### config.mk
export PLATFORM = sky130hd
export DESIGN_NAME = pdcfg_top
export DESIGN_NICKNAME = d
export VERILOG_FILES = /design/src/common/pdcfg_pkg.sv /design/src/common/pdcfg_mask_if.sv /design/src/verilog/pdcfg_top.sv /design/src/verilog/pdcfg_mask_sel.sv
export SDC_FILE = /design/constraint.sdc
export NUM_CORES = 1
export LEC_CHECK = 0
export BUFFER_PORTS_ARGS = -buffer_cell sky130_fd_sc_hd__buf_2
export CAP_MARGIN = 30
export CORE_MARGIN = 3
export CORE_UTILIZATION = 56
export CTS_CLUSTER_DIAMETER = 150
export DETAILED_ROUTE_END_ITERATION = 12
export PLACE_DENSITY = 0.84
export SYNTH_ARGS = -nofsm -noshare
export SYNTH_HDL_FRONTEND = slang
export SYNTH_SLANG_ARGS = --single-unit
### constraint.sdc
create_clock -name sys_clk -period 2.2 [get_ports sys_clk]
set_clock_uncertainty 0.05 [all_clocks]
set_input_delay 0.11 -clock sys_clk [delete_from_list [all_inputs] [get_ports sys_clk]]
set_output_delay 0.11 -clock sys_clk [all_outputs]
set_load 0.01 [all_outputs]
### src/common/pdcfg_pkg.sv
// Offsets, field positions and reset values of the sleep and performance configuration bank
package pdcfg_pkg;
    // ****************************************
    // Register offsets (master page)
    // ****************************************
    localparam logic [7:0] PDCFG_OFS_M1_CONV = 8'h20;
    localparam logic [7:0] PDCFG_OFS_M1_BUF = 8'h21;
    localparam logic [7:0] PDCFG_OFS_M2_CONV = 8'h23;
    localparam logic [7:0] PDCFG_OFS_M2_BUF = 8'h24;
    localparam logic [7:0] PDCFG_OFS_SLEEP_CTRL = 8'h26;
    localparam logic [7:0] PDCFG_OFS_PERF_LOW = 8'h39;
    localparam logic [7:0] PDCFG_OFS_PERF_MID = 8'h3a;
    localparam logic [7:0] PDCFG_OFS_COUPLING = 8'h4f;
    localparam logic [7:0] PDCFG_OFS_REG_SLEEP = 8'h55;
    localparam logic [7:0] PDCFG_OFS_PERF_HIGH = 8'h56;
    // Value of the page selector that opens this bank
    localparam logic [7:0] PDCFG_MASTER_PAGE = 8'h80;

    // ****************************************
    // Field positions
    // ****************************************
    localparam int PDCFG_BIT_CHIP_SLEEP = 7;
    localparam int PDCFG_BIT_IGNORE_PIN = 6;
    localparam int PDCFG_BIT_MASK_CHOICE = 5;
    localparam int PDCFG_BIT_REG_SLEEP_EN = 4;
    localparam int PDCFG_BIT_PERF_MID = 6;
    localparam int PDCFG_BIT_PERF_HIGH = 2;
    localparam int PDCFG_BIT_DC_BIAS = 0;
    localparam int PDCFG_LSB_PERF_LOW = 6;
    localparam int PDCFG_LSB_BUF_A = 4;
    localparam int PDCFG_LSB_BUF_B = 6;
    localparam int PDCFG_LSB_CONV_A = 4;
    localparam int PDCFG_LSB_CONV_B = 0;

    // ****************************************
    // Reset values
    // ****************************************
    localparam logic [7:0] PDCFG_RST_BYTE = 8'h00;
    localparam logic [3:0] PDCFG_RST_NIBBLE = 4'h0;
    localparam logic PDCFG_RST_BIT = 1'b0;

    // Field counts as switched off only when every bit of it is set
    function automatic logic pdcfg_all_set(input logic [3:0] field, input int width);
        logic res;
        res = 1'b1;
        for (int i = 0; i < width; i++) begin
            res = res & field[i];
        end
        return res;
    endfunction
endpackage

### src/common/pdcfg_mask_if.sv
// Mask contents and decoded sleep results passed between the register bank and the mask selector
`timescale 1ns/10ps
`default_nettype none
interface pdcfg_mask_if;
    logic [7:0] m1_conv;
    logic [1:0] m1_buf_a;
    logic [1:0] m1_buf_b;
    logic [7:0] m2_conv;
    logic [1:0] m2_buf_a;
    logic [1:0] m2_buf_b;
    logic choice;
    logic enable;
    logic conv_off_a;
    logic conv_off_b;
    logic buf_off_a;
    logic buf_off_b;

    modport bank (output m1_conv, m1_buf_a, m1_buf_b, m2_conv, m2_buf_a, m2_buf_b, choice, enable,
                  input conv_off_a, conv_off_b, buf_off_a, buf_off_b);
    modport sel (input m1_conv, m1_buf_a, m1_buf_b, m2_conv, m2_buf_a, m2_buf_b, choice, enable,
                 output conv_off_a, conv_off_b, buf_off_a, buf_off_b);
endinterface
`default_nettype wire

### src/verilog/pdcfg_top.sv
// Master-page sleep, sleep-mask, performance and input-coupling configuration bank
`timescale 1ns/10ps
`default_nettype none
//
// Contract
// - Buffer field 00 keeps its channel buffer on, 11 turns that buffer off.
// - Mask-choice bit 5 of sleep control selects mask one (0) or two (1).
// - Mask one lives at 20h/21h, mask two at 23h/24h.
// - Chip-wide sleep bit 1 puts the device into global sleep; the code takes the bit only while ignore-sleep-pin is already set.
// - Ignore-sleep-pin 1 disregards the sleep pin; 0 lets the pin control.
// - Performance setting bits 1:0 at 39h[7:6], bit 2 at 3Ah[6], bit 3 at 56h.
// - Register sleep enable 55h bit 4 applies the selected mask.
// - Core field 0Fh stops channel B, F0h channel A, FFh both.
// - Coupling bit 0 set switches the input bias for dc coupling.
module pdcfg_top (
    input wire logic sys_clk,
    input wire logic srst,
    input wire logic [7:0] page_sel,
    input wire logic wr_en,
    input wire logic rd_en,
    input wire logic [7:0] addr,
    input wire logic [7:0] wdata,
    output logic [7:0] rdata,
    input wire logic sleep_pin,
    output logic global_sleep,
    output logic converter_sleep_a,
    output logic converter_sleep_b,
    output logic buffer_sleep_a,
    output logic buffer_sleep_b,
    output logic [3:0] performance_setting,
    output logic input_dc_bias_enable
);
    import pdcfg_pkg::*;

    // Stored register fields; unused bit positions have no storage at all
    logic [7:0] m1_conv_r;
    logic [1:0] m1_buf_a_r, m1_buf_b_r;
    logic [7:0] m2_conv_r;
    logic [1:0] m2_buf_a_r, m2_buf_b_r;
    logic chip_wide_sleep_r, ignore_sleep_pin_r, sleep_mask_choice_r, register_sleep_enable_r;
    logic [3:0] perf_r;
    logic dc_bias_r;
    logic global_sleep_r;
    logic [7:0] rdata_r;

    // ****************************************
    // Access decode
    // ****************************************
    // Accesses outside the master page are ignored and read zero
    wire logic page_ok = (page_sel == PDCFG_MASTER_PAGE);
    wire logic wr_hit = wr_en & page_ok;
    wire logic we_m1_conv = wr_hit & (addr == PDCFG_OFS_M1_CONV);
    wire logic we_m1_buf = wr_hit & (addr == PDCFG_OFS_M1_BUF);
    wire logic we_m2_conv = wr_hit & (addr == PDCFG_OFS_M2_CONV);
    wire logic we_m2_buf = wr_hit & (addr == PDCFG_OFS_M2_BUF);
    wire logic we_ctrl = wr_hit & (addr == PDCFG_OFS_SLEEP_CTRL);
    wire logic we_perf_lo = wr_hit & (addr == PDCFG_OFS_PERF_LOW);
    wire logic we_perf_mid = wr_hit & (addr == PDCFG_OFS_PERF_MID);
    wire logic we_perf_hi = wr_hit & (addr == PDCFG_OFS_PERF_HIGH);
    wire logic we_coupling = wr_hit & (addr == PDCFG_OFS_COUPLING);
    wire logic we_reg_sleep = wr_hit & (addr == PDCFG_OFS_REG_SLEEP);
    // Sleep bit guarded by the override value held before this write
    wire logic sleep_accept = we_ctrl & ignore_sleep_pin_r;

    // ****************************************
    // Mask registers
    // ****************************************
    always_ff @(posedge sys_clk) begin
        if (srst) begin
            m1_conv_r <= PDCFG_RST_BYTE;
            m2_conv_r <= PDCFG_RST_BYTE;
        end else begin
            if (we_m1_conv) m1_conv_r <= wdata;
            if (we_m2_conv) m2_conv_r <= wdata;
        end
    end

    // Buffer fields; the low nibble is dropped and stays zero
    always_ff @(posedge sys_clk) begin
        if (srst) begin
            {m1_buf_b_r, m1_buf_a_r} <= PDCFG_RST_NIBBLE;
            {m2_buf_b_r, m2_buf_a_r} <= PDCFG_RST_NIBBLE;
        end else begin
            if (we_m1_buf) {m1_buf_b_r, m1_buf_a_r} <= wdata[7:4];
            if (we_m2_buf) {m2_buf_b_r, m2_buf_a_r} <= wdata[7:4];
        end
    end

    // ****************************************
    // Sleep control, performance and coupling
    // ****************************************
    always_ff @(posedge sys_clk) begin
        if (srst) begin
            chip_wide_sleep_r <= PDCFG_RST_BIT;
            ignore_sleep_pin_r <= PDCFG_RST_BIT;
            sleep_mask_choice_r <= PDCFG_RST_BIT;
            register_sleep_enable_r <= PDCFG_RST_BIT;
            dc_bias_r <= PDCFG_RST_BIT;
        end else begin
            if (sleep_accept) chip_wide_sleep_r <= wdata[PDCFG_BIT_CHIP_SLEEP];
            if (we_ctrl) ignore_sleep_pin_r <= wdata[PDCFG_BIT_IGNORE_PIN];
            if (we_ctrl) sleep_mask_choice_r <= wdata[PDCFG_BIT_MASK_CHOICE];
            if (we_reg_sleep) register_sleep_enable_r <= wdata[PDCFG_BIT_REG_SLEEP_EN];
            if (we_coupling) dc_bias_r <= wdata[PDCFG_BIT_DC_BIAS];
        end
    end

    // Three partial writes; the setting is only coherent once all three have landed.
    // No staging register: the core sees each part at once, so a half-written
    // setting is briefly live. Keeping the three writes together is up to software.
    always_ff @(posedge sys_clk) begin
        if (srst) begin
            perf_r <= PDCFG_RST_NIBBLE;
        end else begin
            if (we_perf_lo) perf_r[1:0] <= wdata[PDCFG_LSB_PERF_LOW +: 2];
            if (we_perf_mid) perf_r[2] <= wdata[PDCFG_BIT_PERF_MID];
            if (we_perf_hi) perf_r[3] <= wdata[PDCFG_BIT_PERF_HIGH];
        end
    end

    // Pin only counts while the override is clear
    always_ff @(posedge sys_clk) begin
        if (srst) global_sleep_r <= PDCFG_RST_BIT;
        else global_sleep_r <= chip_wide_sleep_r | (~ignore_sleep_pin_r & sleep_pin);
    end

    // ****************************************
    // Read back
    // ****************************************
    // Write-only positions, including the top performance bit, read zero
    wire logic [7:0] rd_mux =
        !page_ok ? 8'h00 :
        (addr == PDCFG_OFS_M1_CONV) ? m1_conv_r :
        (addr == PDCFG_OFS_M1_BUF) ? {m1_buf_b_r, m1_buf_a_r, 4'h0} :
        (addr == PDCFG_OFS_M2_CONV) ? m2_conv_r :
        (addr == PDCFG_OFS_M2_BUF) ? {m2_buf_b_r, m2_buf_a_r, 4'h0} :
        (addr == PDCFG_OFS_SLEEP_CTRL) ? {chip_wide_sleep_r, ignore_sleep_pin_r, sleep_mask_choice_r, 5'h00} :
        (addr == PDCFG_OFS_PERF_LOW) ? {perf_r[1:0], 6'h00} :
        (addr == PDCFG_OFS_PERF_MID) ? {1'b0, perf_r[2], 6'h00} :
        (addr == PDCFG_OFS_COUPLING) ? {7'h00, dc_bias_r} :
        (addr == PDCFG_OFS_REG_SLEEP) ? {3'h0, register_sleep_enable_r, 4'h0} : 8'h00;

    always_ff @(posedge sys_clk) begin
        if (srst) rdata_r <= PDCFG_RST_BYTE;
        else if (rd_en) rdata_r <= rd_mux;
    end

    // ****************************************
    // Mask selector
    // ****************************************
    // Selector registers its decode, so mask outputs trail a write by two edges
    pdcfg_mask_if mif ();
    assign mif.m1_conv = m1_conv_r;
    assign mif.m1_buf_a = m1_buf_a_r;
    assign mif.m1_buf_b = m1_buf_b_r;
    assign mif.m2_conv = m2_conv_r;
    assign mif.m2_buf_a = m2_buf_a_r;
    assign mif.m2_buf_b = m2_buf_b_r;
    assign mif.choice = sleep_mask_choice_r;
    assign mif.enable = register_sleep_enable_r;

    pdcfg_mask_sel u_mask_sel (
        .sys_clk(sys_clk),
        .srst(srst),
        .mif(mif.sel)
    );

    // Outputs
    assign rdata = rdata_r;
    assign global_sleep = global_sleep_r;
    assign converter_sleep_a = mif.conv_off_a;
    assign converter_sleep_b = mif.conv_off_b;
    assign buffer_sleep_a = mif.buf_off_a;
    assign buffer_sleep_b = mif.buf_off_b;
    assign performance_setting = perf_r;
    assign input_dc_bias_enable = dc_bias_r;
endmodule // pdcfg_top
`default_nettype wire

### src/verilog/pdcfg_mask_sel.sv
// Selects the active sleep mask and decodes it into per-channel sleep controls
`timescale 1ns/10ps
`default_nettype none
module pdcfg_mask_sel (
    input wire logic sys_clk,
    input wire logic srst,
    pdcfg_mask_if.sel mif
);
    import pdcfg_pkg::*;

    // ****************************************
    // Mask selection
    // ****************************************
    // Choice bit picks mask one or mask two
    wire logic [7:0] conv_sel = mif.choice ? mif.m2_conv : mif.m1_conv;
    wire logic [1:0] buf_a_sel = mif.choice ? mif.m2_buf_a : mif.m1_buf_a;
    wire logic [1:0] buf_b_sel = mif.choice ? mif.m2_buf_b : mif.m1_buf_b;
    // Only all-ones fields switch off; the forbidden codes 01 and 10 leave the part running
    wire logic conv_a_nxt = mif.enable & pdcfg_all_set(conv_sel[PDCFG_LSB_CONV_A +: 4], 4);
    wire logic conv_b_nxt = mif.enable & pdcfg_all_set(conv_sel[PDCFG_LSB_CONV_B +: 4], 4);
    wire logic buf_a_nxt = mif.enable & pdcfg_all_set({2'b00, buf_a_sel}, 2);
    wire logic buf_b_nxt = mif.enable & pdcfg_all_set({2'b00, buf_b_sel}, 2);

    // Registered so the analog controls never glitch while the selector flips
    always_ff @(posedge sys_clk) begin
        if (srst) begin
            mif.conv_off_a <= 1'b0;
            mif.conv_off_b <= 1'b0;
            mif.buf_off_a <= 1'b0;
            mif.buf_off_b <= 1'b0;
        end else begin
            mif.conv_off_a <= conv_a_nxt;
            mif.conv_off_b <= conv_b_nxt;
            mif.buf_off_a <= buf_a_nxt;
            mif.buf_off_b <= buf_b_nxt;
        end
    end
endmodule // pdcfg_mask_sel
`default_nettype wire

Word-level counts from Yosys, hierarchy flattened. Cells that the tools add are included.

$add $sub $neg: 0. Multiply operators: 0. Div/mod/pow operators: 0. Magnitude comparators: 0. Equality and inequality tests: 11. Shift-type cells: 0. Mux-type cells: 13. Bitwise logic cells: 27. Reduce and logical (&&, ||, !) cells: 0.

Operator list (number): $mux W8 (8); $eq A8 B6 Y1 const B (7); $and A1 B1 Y1 (25); $eq A8 B7 Y1 const B (3); $mux W5 (2); $eq A8 B8 Y1 const B (1); $mux W7 (1); $mux W2 (2); $not A1 Y1 (1); $or A1 B1 Y1 (1).

Register bits: 46. Latch bits: 0. Bits in writable memories: 0. Bits in read-only memories: 0. Bits of input ports: 29. Output and inout bits: 18. Word-level logic and storage cells: 71. Memories kept: 0.

Logic depth before layout (Yosys ltp). Gate-level depths: netlist of the first run.

Word-level depth: 11. Gate-level depth with buffers: 7. Gate-level depth less buffers: 5.

Cells and area by module. A second synthesis of the first run with hierarchy kept.

Cells, all modules: 261. Area total of the unflattened synthesis: 2427.3 µm².

By module, submodules not included: pdcfg_top (instances 1, cells each 242, area each 2245.9 µm², sequential area each 840.8 µm²); pdcfg_mask_sel (instances 1, cells each 19, area each 181.4 µm², sequential area each 80.1 µm²).

Worst setup path before layout of the first run. Ideal clock, no wire load.

Path kind: input to register. From: in page_sel[5]. To: reg m2_conv_r[4]. Setup time: 132 ps. Arrival: 1337 ps. Data required time: 2018 ps. Setup slack: 681 ps. Stages: 6. Path buffers: 1. Cell sequence: nor4b_2 > nand3_2 > or3_1 > buf_6 > nand2_1 > a21oi_1.

Cells in the longest elaborated chain, start to end: 3.

Ends and longest elaborated chain: from (decl) (RTL line pdcfg_top.sv:18) `input wire logic [7:0] page_sel,`; $eq A8 B8 Y1 (RTL line pdcfg_top.sv:50) `wire logic page_ok = (page_sel == PDCFG_MASTER_PAGE);`; $and A1 B1 Y1 (RTL line pdcfg_top.sv:51) `wire logic wr_hit = wr_en & page_ok;`; $and A1 B1 Y1 (RTL line pdcfg_top.sv:54) `wire logic we_m2_conv = wr_hit & (addr == PDCFG_OFS_M2_CONV);`; to (signal assigned) (RTL line pdcfg_top.sv:74) `if (we_m2_conv) m2_conv_r <= wdata;`; to (decl) (RTL line pdcfg_top.sv:38) `logic [7:0] m2_conv_r;`.

Every way passes these cells. A chain may end at the register's enable or synchronous reset.

Worst setup path after layout of the first run.
From: in page_sel[5]. To: reg m2_conv_r[7].

Same word-level chain as after synthesis.

==> metrics.cfg, run 1 <==
[route]
viasPerCell=6.025
drtIter0Drc=145
drtAntennaViolNets=0
wl_per_cell_um=15.48
drc=0
drt_wl_total_mm=5.464
num_vias=2127
dr.pass1.iters=5

[logic_synthesis]
syn_area_um2=2207
synth-xor-area-share_pct=0
synth_top_family_by_area=simple AND/OR/NAND/NOR gates
synthAdderAreaFrac_pct=0
synth_flop_cell=dfxtp_1
synthArstFlopShare_pct=0
avgSynthCellArea_um2=8.424
synth-seq-area-share_pct=41.72
synth_compound_area_share_pct=16.04
synth_enable_flop_cells=0
synth-simple-area-share_pct=31.29
ys_warn_count=0
synth.top_cell.area_share_pct=41.72
ys_ff_latch=46
yosysMostFrequentCell=dfxtp_1
syn_inst=262
yosys.area.top_type=dfxtp_1
syn_nets=291
synth.area.top_cells=dfxtp_1, mux2i_1, nand2_1
synth_mux_area_share_pct=7.256
synth_commonest_cells=dfxtp_1, nand2_1, a21oi_1
synth.distinct_cells=46

[floorplanning]
boundaryPins=47
die_h_um=68.78
std_cell_rows=22
die_x_um=68.78
initial_utilization_pct=58.96
core_area_um2=3744
dieArea_um2=4731

[critical_path]
end_kind=flop
cpPeakStageDelay_ps=540
cp_max_fo=8
crit_chain=buf_2, nor4b_2, nand3_2, or3_1, nand2_1, a21oi_1
arrival_ps=1720
critPathRequiredTime_ps=2320
rr_startpoint=mif.choice
r2r_slack_ps=820
cp_slowest_cell=or3_1
r2r-end=rdata[5]
reg2reg_depth=6
cp_num_cells=6
critPathTopFamily=simple AND/OR/NAND/NOR gates
critPathLaunchType=input port
worstSetupPathType=in2reg
crit_buf_inv=1

[placed_design]
pre_cts_slack_ps=290.1
gp_congestion=0.9069
dp.cells=344
io_buffers=46
place.detailed.hpwl_mm=3.956

[global_route]
grtUsageMet1_pct=34.50
gr-total-overflow=0
grt_pass1_vias=1929
top_usage_layer=met2
antenna_found_initial=0
grt_pass1_wl_mm=8.970
use_met2_pct=37.54
use_met3_pct=5.024
grt_max_degree=36
grt_use_total_pct=25.27

[hold_path]
hold_path_depth=3
min_path_type=in2reg
hold_start=wdata[3]
whs_endpoint=m2_conv_r[3]

[clocking]
cts_num_sinks=46
clk_pin_slew_ps=90
htreeDepth=2
cts_made_buffers=5
cts-root-buf=clkbuf_8
cts_tree=built
clock_latency_ps=300
cts_max_path_buffers=2
post_cts_resized=0

[final_layout]
syn2layout_area_growth_pct=16.67
fin_cells=353
n_antenna_cell=0
drive_gt1_share_pct=21.31
nets=334

[sta]
hold_viol_final=0
holdWs_ps=4.827
slew_headroom_pct=71.99
worst_slack_ps=606.5
tightest_slew_ps=419.0
max_freq_mhz=627.5
finalCritPeriodShare_pct=72.43
setup_viol=0
finalSetupTns_ps=0
rsz0062_at_grt=false
min_period_ps=1594
drv_slew=0

[job]
max_cap_viol_count=0

[pwr]
powerDensity_nw_per_um2=613.6
vdd_drop_max_v=0.0004019
p_leak_nw=0.9625

[run_status]
status=finished, final reports clean

[power breakdown]
group | switching (mW) | internal (mW)
Sequential | 0.000150 | 0.833
Clock | 0.278 | 0.364
Combinational | 0.0659 | 0.0394
Total | 0.345 | 1.24
[metal layers]
metal	vias to the layer above	share of wire [%]
li1	1022	-
met3	16	9.9
met2	128	44
met4	0	2.7
met5	-	0
met1	961	43
[kinds of logic after synthesis]
group           Yosys count
compound gates           58
buf+inv                  17
flops                    46
mux                      16
simple gates            125
[stage by stage]
stage	utilization [%]	power [mW]	area (um^2)
2_1_floorplan	-	0.9008	2207
3_3_place_gp	65.24	0.9529	2442
3_5_place_dp	65.24	0.9530	2442
4_1_cts	68.78	1.585	2575
5_1_grt	68.78	1.626	2575
6_report	68.78	1.580	2575
[cell type report]
type                            instances  area (um^2)
Multi-Input combinational cell        199         1205
Fill cell                             316         1169
Sequential cell                        46        920.9
Timing Repair Buffer                   50        265.3
Clock buffer                            6        82.58
Tap cell                               48        60.06
Clock inverter                          1        30.03
Inverter                                3        11.26
[state kept, by name, summed over array words and instances (netlist names), 2 cells and up]
name	cells
m2_conv_r	8
m1_conv_r	8
rdata	8
performance_setting	4
m1_buf_b_r	2
m2_buf_b_r	2
m1_buf_a_r	2
m2_buf_a_r	2
[cells in the final DEF, fill, tap and decap left out, types with 4 or more instances in the layout]
cell type and n:
nor2b_1 5, dfxtp_1 46, nand3_1 8, mux2i_1 16
buf_2 46, a22oi_1 6, nor2_1 24, nand2b_1 8
nand3b_1 4, o21ai_0 9, clkbuf_8 6, nand2_1 42
and3_1 7, a21oi_1 26
[worst register-to-register path, delay by kind of cell, from the launching register on]
kind                   cells  cell delay [ps]
AO/OA/AOI/OAI              3              370
buffers and inverters      1              160
flip-flops                 1              310
AND/OR/NAND/NOR            2              430
[how the worst max path moves through the flow]
stage                      startpoint      endpoint
after floorplan           page_sel[5]  m2_conv_r[4]
after global placement    page_sel[5]  m2_conv_r[1]
after detailed placement  page_sel[5]  m2_conv_r[7]
after CTS                 page_sel[5]  m2_conv_r[7]
after global routing             srst      rdata[7]
final                     page_sel[5]  m2_conv_r[7]
[timing repair]
item / CTS / global route
hold endpoints to repair: 3 / 0
buffers inserted: 0 / 0
hold buffers: 2 / 0
endpoints found under the setup margin: 0 / 0
Power figures use the tool's default switching activity.
==> run 2: changes to the inputs <==
--- a/config.mk
+++ b/config.mk
@@ -8,10 +8,10 @@
 export BUFFER_PORTS_ARGS = -buffer_cell sky130_fd_sc_hd__buf_2
 export CAP_MARGIN = 30
 export CORE_MARGIN = 3
-export CORE_UTILIZATION = 56
+export CORE_UTILIZATION = 49
 export CTS_CLUSTER_DIAMETER = 150
 export DETAILED_ROUTE_END_ITERATION = 12
-export PLACE_DENSITY = 0.84
+export PLACE_DENSITY = 0.78
 export SYNTH_ARGS = -nofsm -noshare
 export SYNTH_HDL_FRONTEND = slang
 export SYNTH_SLANG_ARGS = --single-unit
==> constraint.sdc (replaced) <==
create_clock -name sys_clk -period 1.3 [get_ports sys_clk]
set_clock_uncertainty 0.05 [all_clocks]
set_input_delay 0.065 -clock sys_clk [delete_from_list [all_inputs] [get_ports sys_clk]]
set_output_delay 0.065 -clock sys_clk [all_outputs]
set_load 0.01 [all_outputs]
==> metrics.cfg, run 2 (synthesized netlist as in run 1, its figures left out) <==
[run_status]
status=finished with violations  ; was finished, final reports clean
violations=negative setup slack

[final_layout]
syn2layout_area_growth_pct=37.07  ; was 16.67%
final_common_cell=dfxtp_1
drive_gt1_share_pct=35.06  ; was 21.31%
final_cell_mix=dfxtp_1, buf_2, nand2_1  ; unchanged
finalCoreUtilization_pct=72.50  ; was 68.78%
nets=376  ; was 334
n_antenna_cell=0  ; unchanged

[sta]
finalSetupTns_ps=-23.25  ; was 0 ps
min_period_ps=1323
max_freq_mhz=755.7
tightest_slew_ps=366.0  ; was 419.0 ps
rsz0062_at_grt=true  ; was false
hold_viol_final=0  ; unchanged
finalCritPeriodShare_pct=101.8
worst_slack_ps=-23.25  ; was 606.5 ps
slew_headroom_pct=75.50  ; was 71.99%
setup_viol=1  ; was 0
drv_slew=0  ; unchanged

[floorplanning]
die_h_um=73.12  ; was 68.78 um
std_cell_rows=23  ; was 22
dieArea_um2=5346  ; was 4731 um^2
boundaryPins=47  ; unchanged
die_x_um=73.12  ; was 68.78 um
core_area_um2=4173  ; was 3744 um^2
initial_utilization_pct=52.89  ; was 58.96%

[placed_design]
pre_cts_slack_ps=-460.5  ; was 290.1 ps
place.detailed.hpwl_mm=4.567  ; was 3.956 mm
io_buffers=46  ; unchanged
gp_congestion=0.8744  ; was 0.9069

[route]
drt_wl_total_mm=6.332  ; was 5.464 mm
num_vias=2287  ; was 2127
drtAntennaViolNets=0  ; unchanged
viasPerCell=5.746  ; was 6.025
dr.pass1.iters=7  ; was 5
drc=0  ; unchanged
drtIter0Drc=199  ; was 145
wl_per_cell_um=15.91  ; was 15.48 um

[global_route]
grt_pass1_wl_mm=9.894  ; was 8.970 mm
grt_pass1_vias=2104  ; was 1929
grt_use_total_pct=23.90  ; was 25.27%
grt_max_degree=22  ; was 36
gr-total-overflow=0  ; unchanged
antenna_found_initial=0  ; unchanged

[clocking]
clk_pin_slew_ps=80  ; was 90 ps
cts_max_path_buffers=2  ; unchanged
cts_num_sinks=46  ; unchanged
htreeDepth=2  ; unchanged
cts-root-buf=clkbuf_8  ; unchanged
clock_latency_ps=310  ; was 300 ps
cts_tree=built  ; unchanged
cts_made_buffers=5  ; unchanged

[critical_path]
worstSetupPathType=reg2reg  ; was in2reg
cp_max_fo=3  ; was 8
arrival_ps=1520  ; was 1720 ps
critPathRequiredTime_ps=1500  ; was 2320 ps
critPathLaunchType=flop  ; was input port
end_kind=flop  ; unchanged

[pwr]
powerDensity_nw_per_um2=899.8  ; was 613.6 nW/um^2
clockPowerShare_pct=38.8  ; was 40.6%
p_leak_nw=1.190  ; was 0.9625 nW
vdd_drop_max_v=0.0006183  ; was 0.0004019 V
combPwrFrac_pct=9.4  ; was 6.7%
internal_power_mw=2.102  ; was 1.236 mW
total_power_mw=2.722  ; was 1.580 mW
seq_power_share_pct=51.8  ; was 52.7%
p_sw_mw=0.6201  ; was 0.3445 mW
switching_share_pct=22.78  ; was 21.81%

[hold_path]
min_path_type=in2reg  ; unchanged

[job]
max_cap_viol_count=0  ; unchanged

## run 2: final timing paths
path	start	endpoint	slack (ps)	cells past startpoint
worst max-delay path	m2_conv_r[6]	rdata[6]	-20	4
worst min-delay path	rd_en	rdata[0]	30	3
worst min register to register	rdata[2]	rdata[2]	410	2
worst max register to register	m2_conv_r[6]	rdata[6]	-20	4
## run 2: timing repair
item | CTS | global route
buffers inserted | 2 | 2
hold buffers | 5 | 0
gates resized for setup | 1 | 26
endpoints found under the hold margin | 10 | 0
endpoints found under the setup margin | 21 | 32
pin swaps | 2 | 15
## run 2: area by class of cell
cell class | count | area [um^2]
multi-input cells | 199 | 1308
fillers | 314 | 1147
flip-flops and latches | 46 | 922.1
repair buffers | 92 | 615.6
clock buffers | 7 | 76.32
well taps | 50 | 62.56
clock inverters | 1 | 30.03
inverters | 3 | 11.26
## run 2: critical path, stage by stage (launching register included)
cell and delay [ps]:
dfxtp_1 410, o22ai_1 120, and3_1 200, nor4_1 320
a221o_1 170
## run 2: power by group through the flow
stage | Combinational [mW] | Clock [mW] | Sequential, mW
global placement | 0.219 | 0 | 1.44
detailed placement | 0.225 | 0 | 1.44
CTS | 0.240 | 1.06 | 1.41
global route | 0.277 | 1.11 | 1.41
floorplan | 0.0836 | 0 | 1.44
finish | 0.256 | 1.06 | 1.41
## run 2: routing by layer
metal / part of all wire [%] / GRT usage (%) / routed length [um]
met2: 46 / 37.44 / 2913
met4: 2.3 / 9.221 / 146
met1: 44 / 32.79 / 2777
met3: 7.8 / 3.857 / 495
met5: 0 / 0 / 0
## run 2: metrics by stage
step | instance area [um^2] | std cells | hold slack [ps]
5_1_grt | 3025 | 398 | 26.18
2_1_floorplan | 2242 | 262 | 155.5
3_5_place_dp | 2738 | 381 | 257.6
6_report | 3025 | 398 | 26.14
3_3_place_gp | 2738 | 381 | 251.8
4_1_cts | 2910 | 396 | 17.17
==> run 3: changes to the inputs <==
--- a/config.mk
+++ b/config.mk
@@ -5,13 +5,15 @@
 export SDC_FILE = /design/constraint.sdc
 export NUM_CORES = 1
 export LEC_CHECK = 0
-export BUFFER_PORTS_ARGS = -buffer_cell sky130_fd_sc_hd__buf_2
 export CAP_MARGIN = 30
 export CORE_MARGIN = 3
-export CORE_UTILIZATION = 49
+export CORE_UTILIZATION = 56
+export CTS_BUF_LIST = sky130_fd_sc_hd__clkbuf_16
 export CTS_CLUSTER_DIAMETER = 150
 export DETAILED_ROUTE_END_ITERATION = 12
-export PLACE_DENSITY = 0.78
+export DONT_BUFFER_PORTS = 1
+export PLACE_DENSITY = 0.76
+export SLEW_MARGIN = 20
 export SYNTH_ARGS = -nofsm -noshare
 export SYNTH_HDL_FRONTEND = slang
 export SYNTH_SLANG_ARGS = --single-unit
==> metrics.cfg, run 3 (synthesized netlist as in run 1, its figures left out) <==
[final_layout]
nets=314  ; was 376
final_cell_mix=dfxtp_1, nand2_1, nor2_1, a21oi_1, mux2i_1  ; was dfxtp_1, buf_2, nand2_1
design_area_um2=2708  ; was 3025 um^2
fillers=313  ; was 314
syn2layout_area_growth_pct=22.68  ; was 37.07%
finalCoreUtilization_pct=72.33  ; was 72.50%
drive_gt1_share_pct=16.43  ; was 35.06%
final_common_cell=dfxtp_1  ; unchanged
fin_cells=334  ; was 398
n_antenna_cell=0  ; unchanged

[critical_path]
critPathLaunchType=flop  ; unchanged
crit_buf_inv=0  ; unchanged
cp_max_fo=3  ; unchanged
r2r-end=rdata[5]  ; was rdata[6]
crit_chain=o2bb2ai_2, o21ai_1, or3_1, a21oi_2  ; was o22ai_1, and3_1, nor4_1, a221o_1
rr_startpoint=m2_conv_r[5]  ; was m2_conv_r[6]
cp_num_cells=4  ; unchanged
arrival_ps=1420  ; was 1520 ps
cp_slowest_cell=dfxtp_1  ; unchanged
crit_start=m2_conv_r[5]  ; was m2_conv_r[6]
critPathTopFamily=flip-flops  ; was simple AND/OR/NAND/NOR gates
reg2reg_depth=4  ; unchanged
end_kind=flop  ; unchanged
crit_path_end=rdata[5]  ; was rdata[6]
worstSetupPathType=reg2reg  ; unchanged
critPathRequiredTime_ps=1480  ; was 1500 ps
r2r_slack_ps=60  ; was -20 ps
cpPeakStageDelay_ps=410  ; about the same

[placed_design]
io_buffers=0  ; was 46
place.detailed.hpwl_mm=4.062  ; was 4.567 mm
dp.cells=313  ; was 381
gp_congestion=0.8260  ; was 0.8744
placed_area_um2=2380  ; was 2738 um^2

[clocking]
cts_max_path_buffers=2  ; unchanged
cts_tree=built  ; unchanged
cts_num_sinks=46  ; unchanged
cts-root-buf=clkbuf_16  ; was clkbuf_8
clk_pin_slew_ps=60  ; was 80 ps
htreeDepth=2  ; unchanged
cts_made_buffers=5  ; unchanged
post-cts-setup-buffers=0  ; was 2
clock_latency_ps=280  ; was 310 ps

[sta]
drv_slew=0  ; unchanged
hold_viol_final=1  ; was 0
rsz0062_at_grt=true  ; unchanged
max_freq_mhz=804.6  ; was 755.7 MHz
min_period_ps=1243  ; was 1323 ps
slew_headroom_pct=70.12  ; was 75.50%
setup_viol=0  ; was 1
tightest_slew_ps=446.5  ; was 366.0 ps
finalCritPeriodShare_pct=95.60  ; was 101.8%
holdWs_ps=-13.56  ; was 26.14 ps

[route]
drc=0  ; unchanged
drt_wl_total_mm=6.090  ; was 6.332 mm
dr.pass1.iters=4  ; was 7
drtIter0Drc=159  ; was 199
viasPerCell=6.174  ; was 5.746
drtAntennaViolNets=0  ; unchanged
num_vias=2062  ; was 2287
wl_per_cell_um=18.23  ; was 15.91 um

[pwr]
p_leak_nw=0.9052  ; was 1.190 nW
vdd_drop_max_v=0.0008319  ; was 0.0006183 V
powerDensity_nw_per_um2=1027  ; was 899.8 nW/um^2

[floorplanning]
die_x_um=68.78  ; was 73.12 um
dieArea_um2=4731  ; was 5346 um^2
std_cell_rows=22  ; was 23
core_area_um2=3744  ; was 4173 um^2
boundaryPins=47  ; unchanged
die_h_um=68.78  ; was 73.12 um
initial_utilization_pct=58.96  ; was 52.89%

[global_route]
grt_use_total_pct=27.53  ; was 23.90%
grt_pass1_vias=1997  ; was 2104
antenna_found_initial=0  ; unchanged
grt_max_degree=37  ; was 22
gr-total-overflow=0  ; unchanged
grt_pass1_wl_mm=9.680  ; was 9.894 mm

[job]
max_cap_viol_count=0  ; unchanged

[hold_path]
min_path_type=in2reg  ; unchanged

[run_status]
violations=negative hold slack  ; was negative setup slack
status=finished with violations  ; unchanged

[run 3: cell count changes in the layout (fill, tap and decap cells not counted), moves of 5 or more]
cell and delta:
clkbuf_8 -5, clkbuf_16 +5, buf_2 -44, dlygate4sd3_1 +7
buf_6 -6, buf_4 -22
[run 3: power by group]
part / internal [mW] / leakage, nW / switching (mW)
Combinational: 0.0689 / 0.466 / 0.0764
Sequential: 1.41 / 0.372 / 0.00131
Clock: 0.701 / 0.0672 / 0.521
Total: 2.18 / 0.905 / 0.598
[run 3: repair_timing]
action,CTS,global route
endpoints found under the hold margin,38,0
hold buffers,13,0
setup endpoints to repair,1,15
pin swaps,0,1
gates resized for setup,2,11
[run 3: area by class of cell]
class                   count  area, um^2  share of cell area, %
multi-input cells         199        1279                  47.23
flip-flops and latches     46       923.4                  34.10
repair buffers             30       292.8                  10.81
clock buffers               5       125.1                  4.621
well taps                  48       60.06                  2.218
clock inverters             3       16.27                 0.6007
inverters                   3       11.26                 0.4159
[run 3: through the flow]
step | TNS (ps) | power, mW | setup WS (ps)
3_5_place_dp | -5563 | 1.512 | -316.4
5_1_grt | -13.64 | 2.851 | -13.64
4_1_cts | 0 | 2.782 | 2.137
2_1_floorplan | -1038 | 1.527 | -74.68
6_report | 0 | 2.779 | 57.19
3_3_place_gp | -4414 | 1.510 | -263.4
[run 3: worst min path at each step]
stage          startpoint            to  depth (start not counted)
5_1_grt              srst      rdata[5]                          2
3_5_place_dp         srst      rdata[5]                          1
2_1_floorplan    wdata[0]  m1_conv_r[0]                          2
6_report             srst      rdata[5]                          2
3_3_place_gp         srst      rdata[0]                          1
4_1_cts           addr[1]      rdata[4]                          2
[run 3: worst register-to-register path: cells and delay by family (launching register included)]
| kind | cells | cell delay, ps |
|---|---|---|
| AND/OR/NAND/NOR | 1 | 370 |
| flip-flops | 1 | 410 |
| AO/OA/AOI/OAI | 3 | 360 |
[run 3: per-layer routing]
metal | GRT usage (%) | part of all wire (%)
met1 | 35.64 | 41
met2 | 44.22 | 47
met3 | 6.807 | 10
met4 | 10.22 | 2.7
met5 | 0 | 0
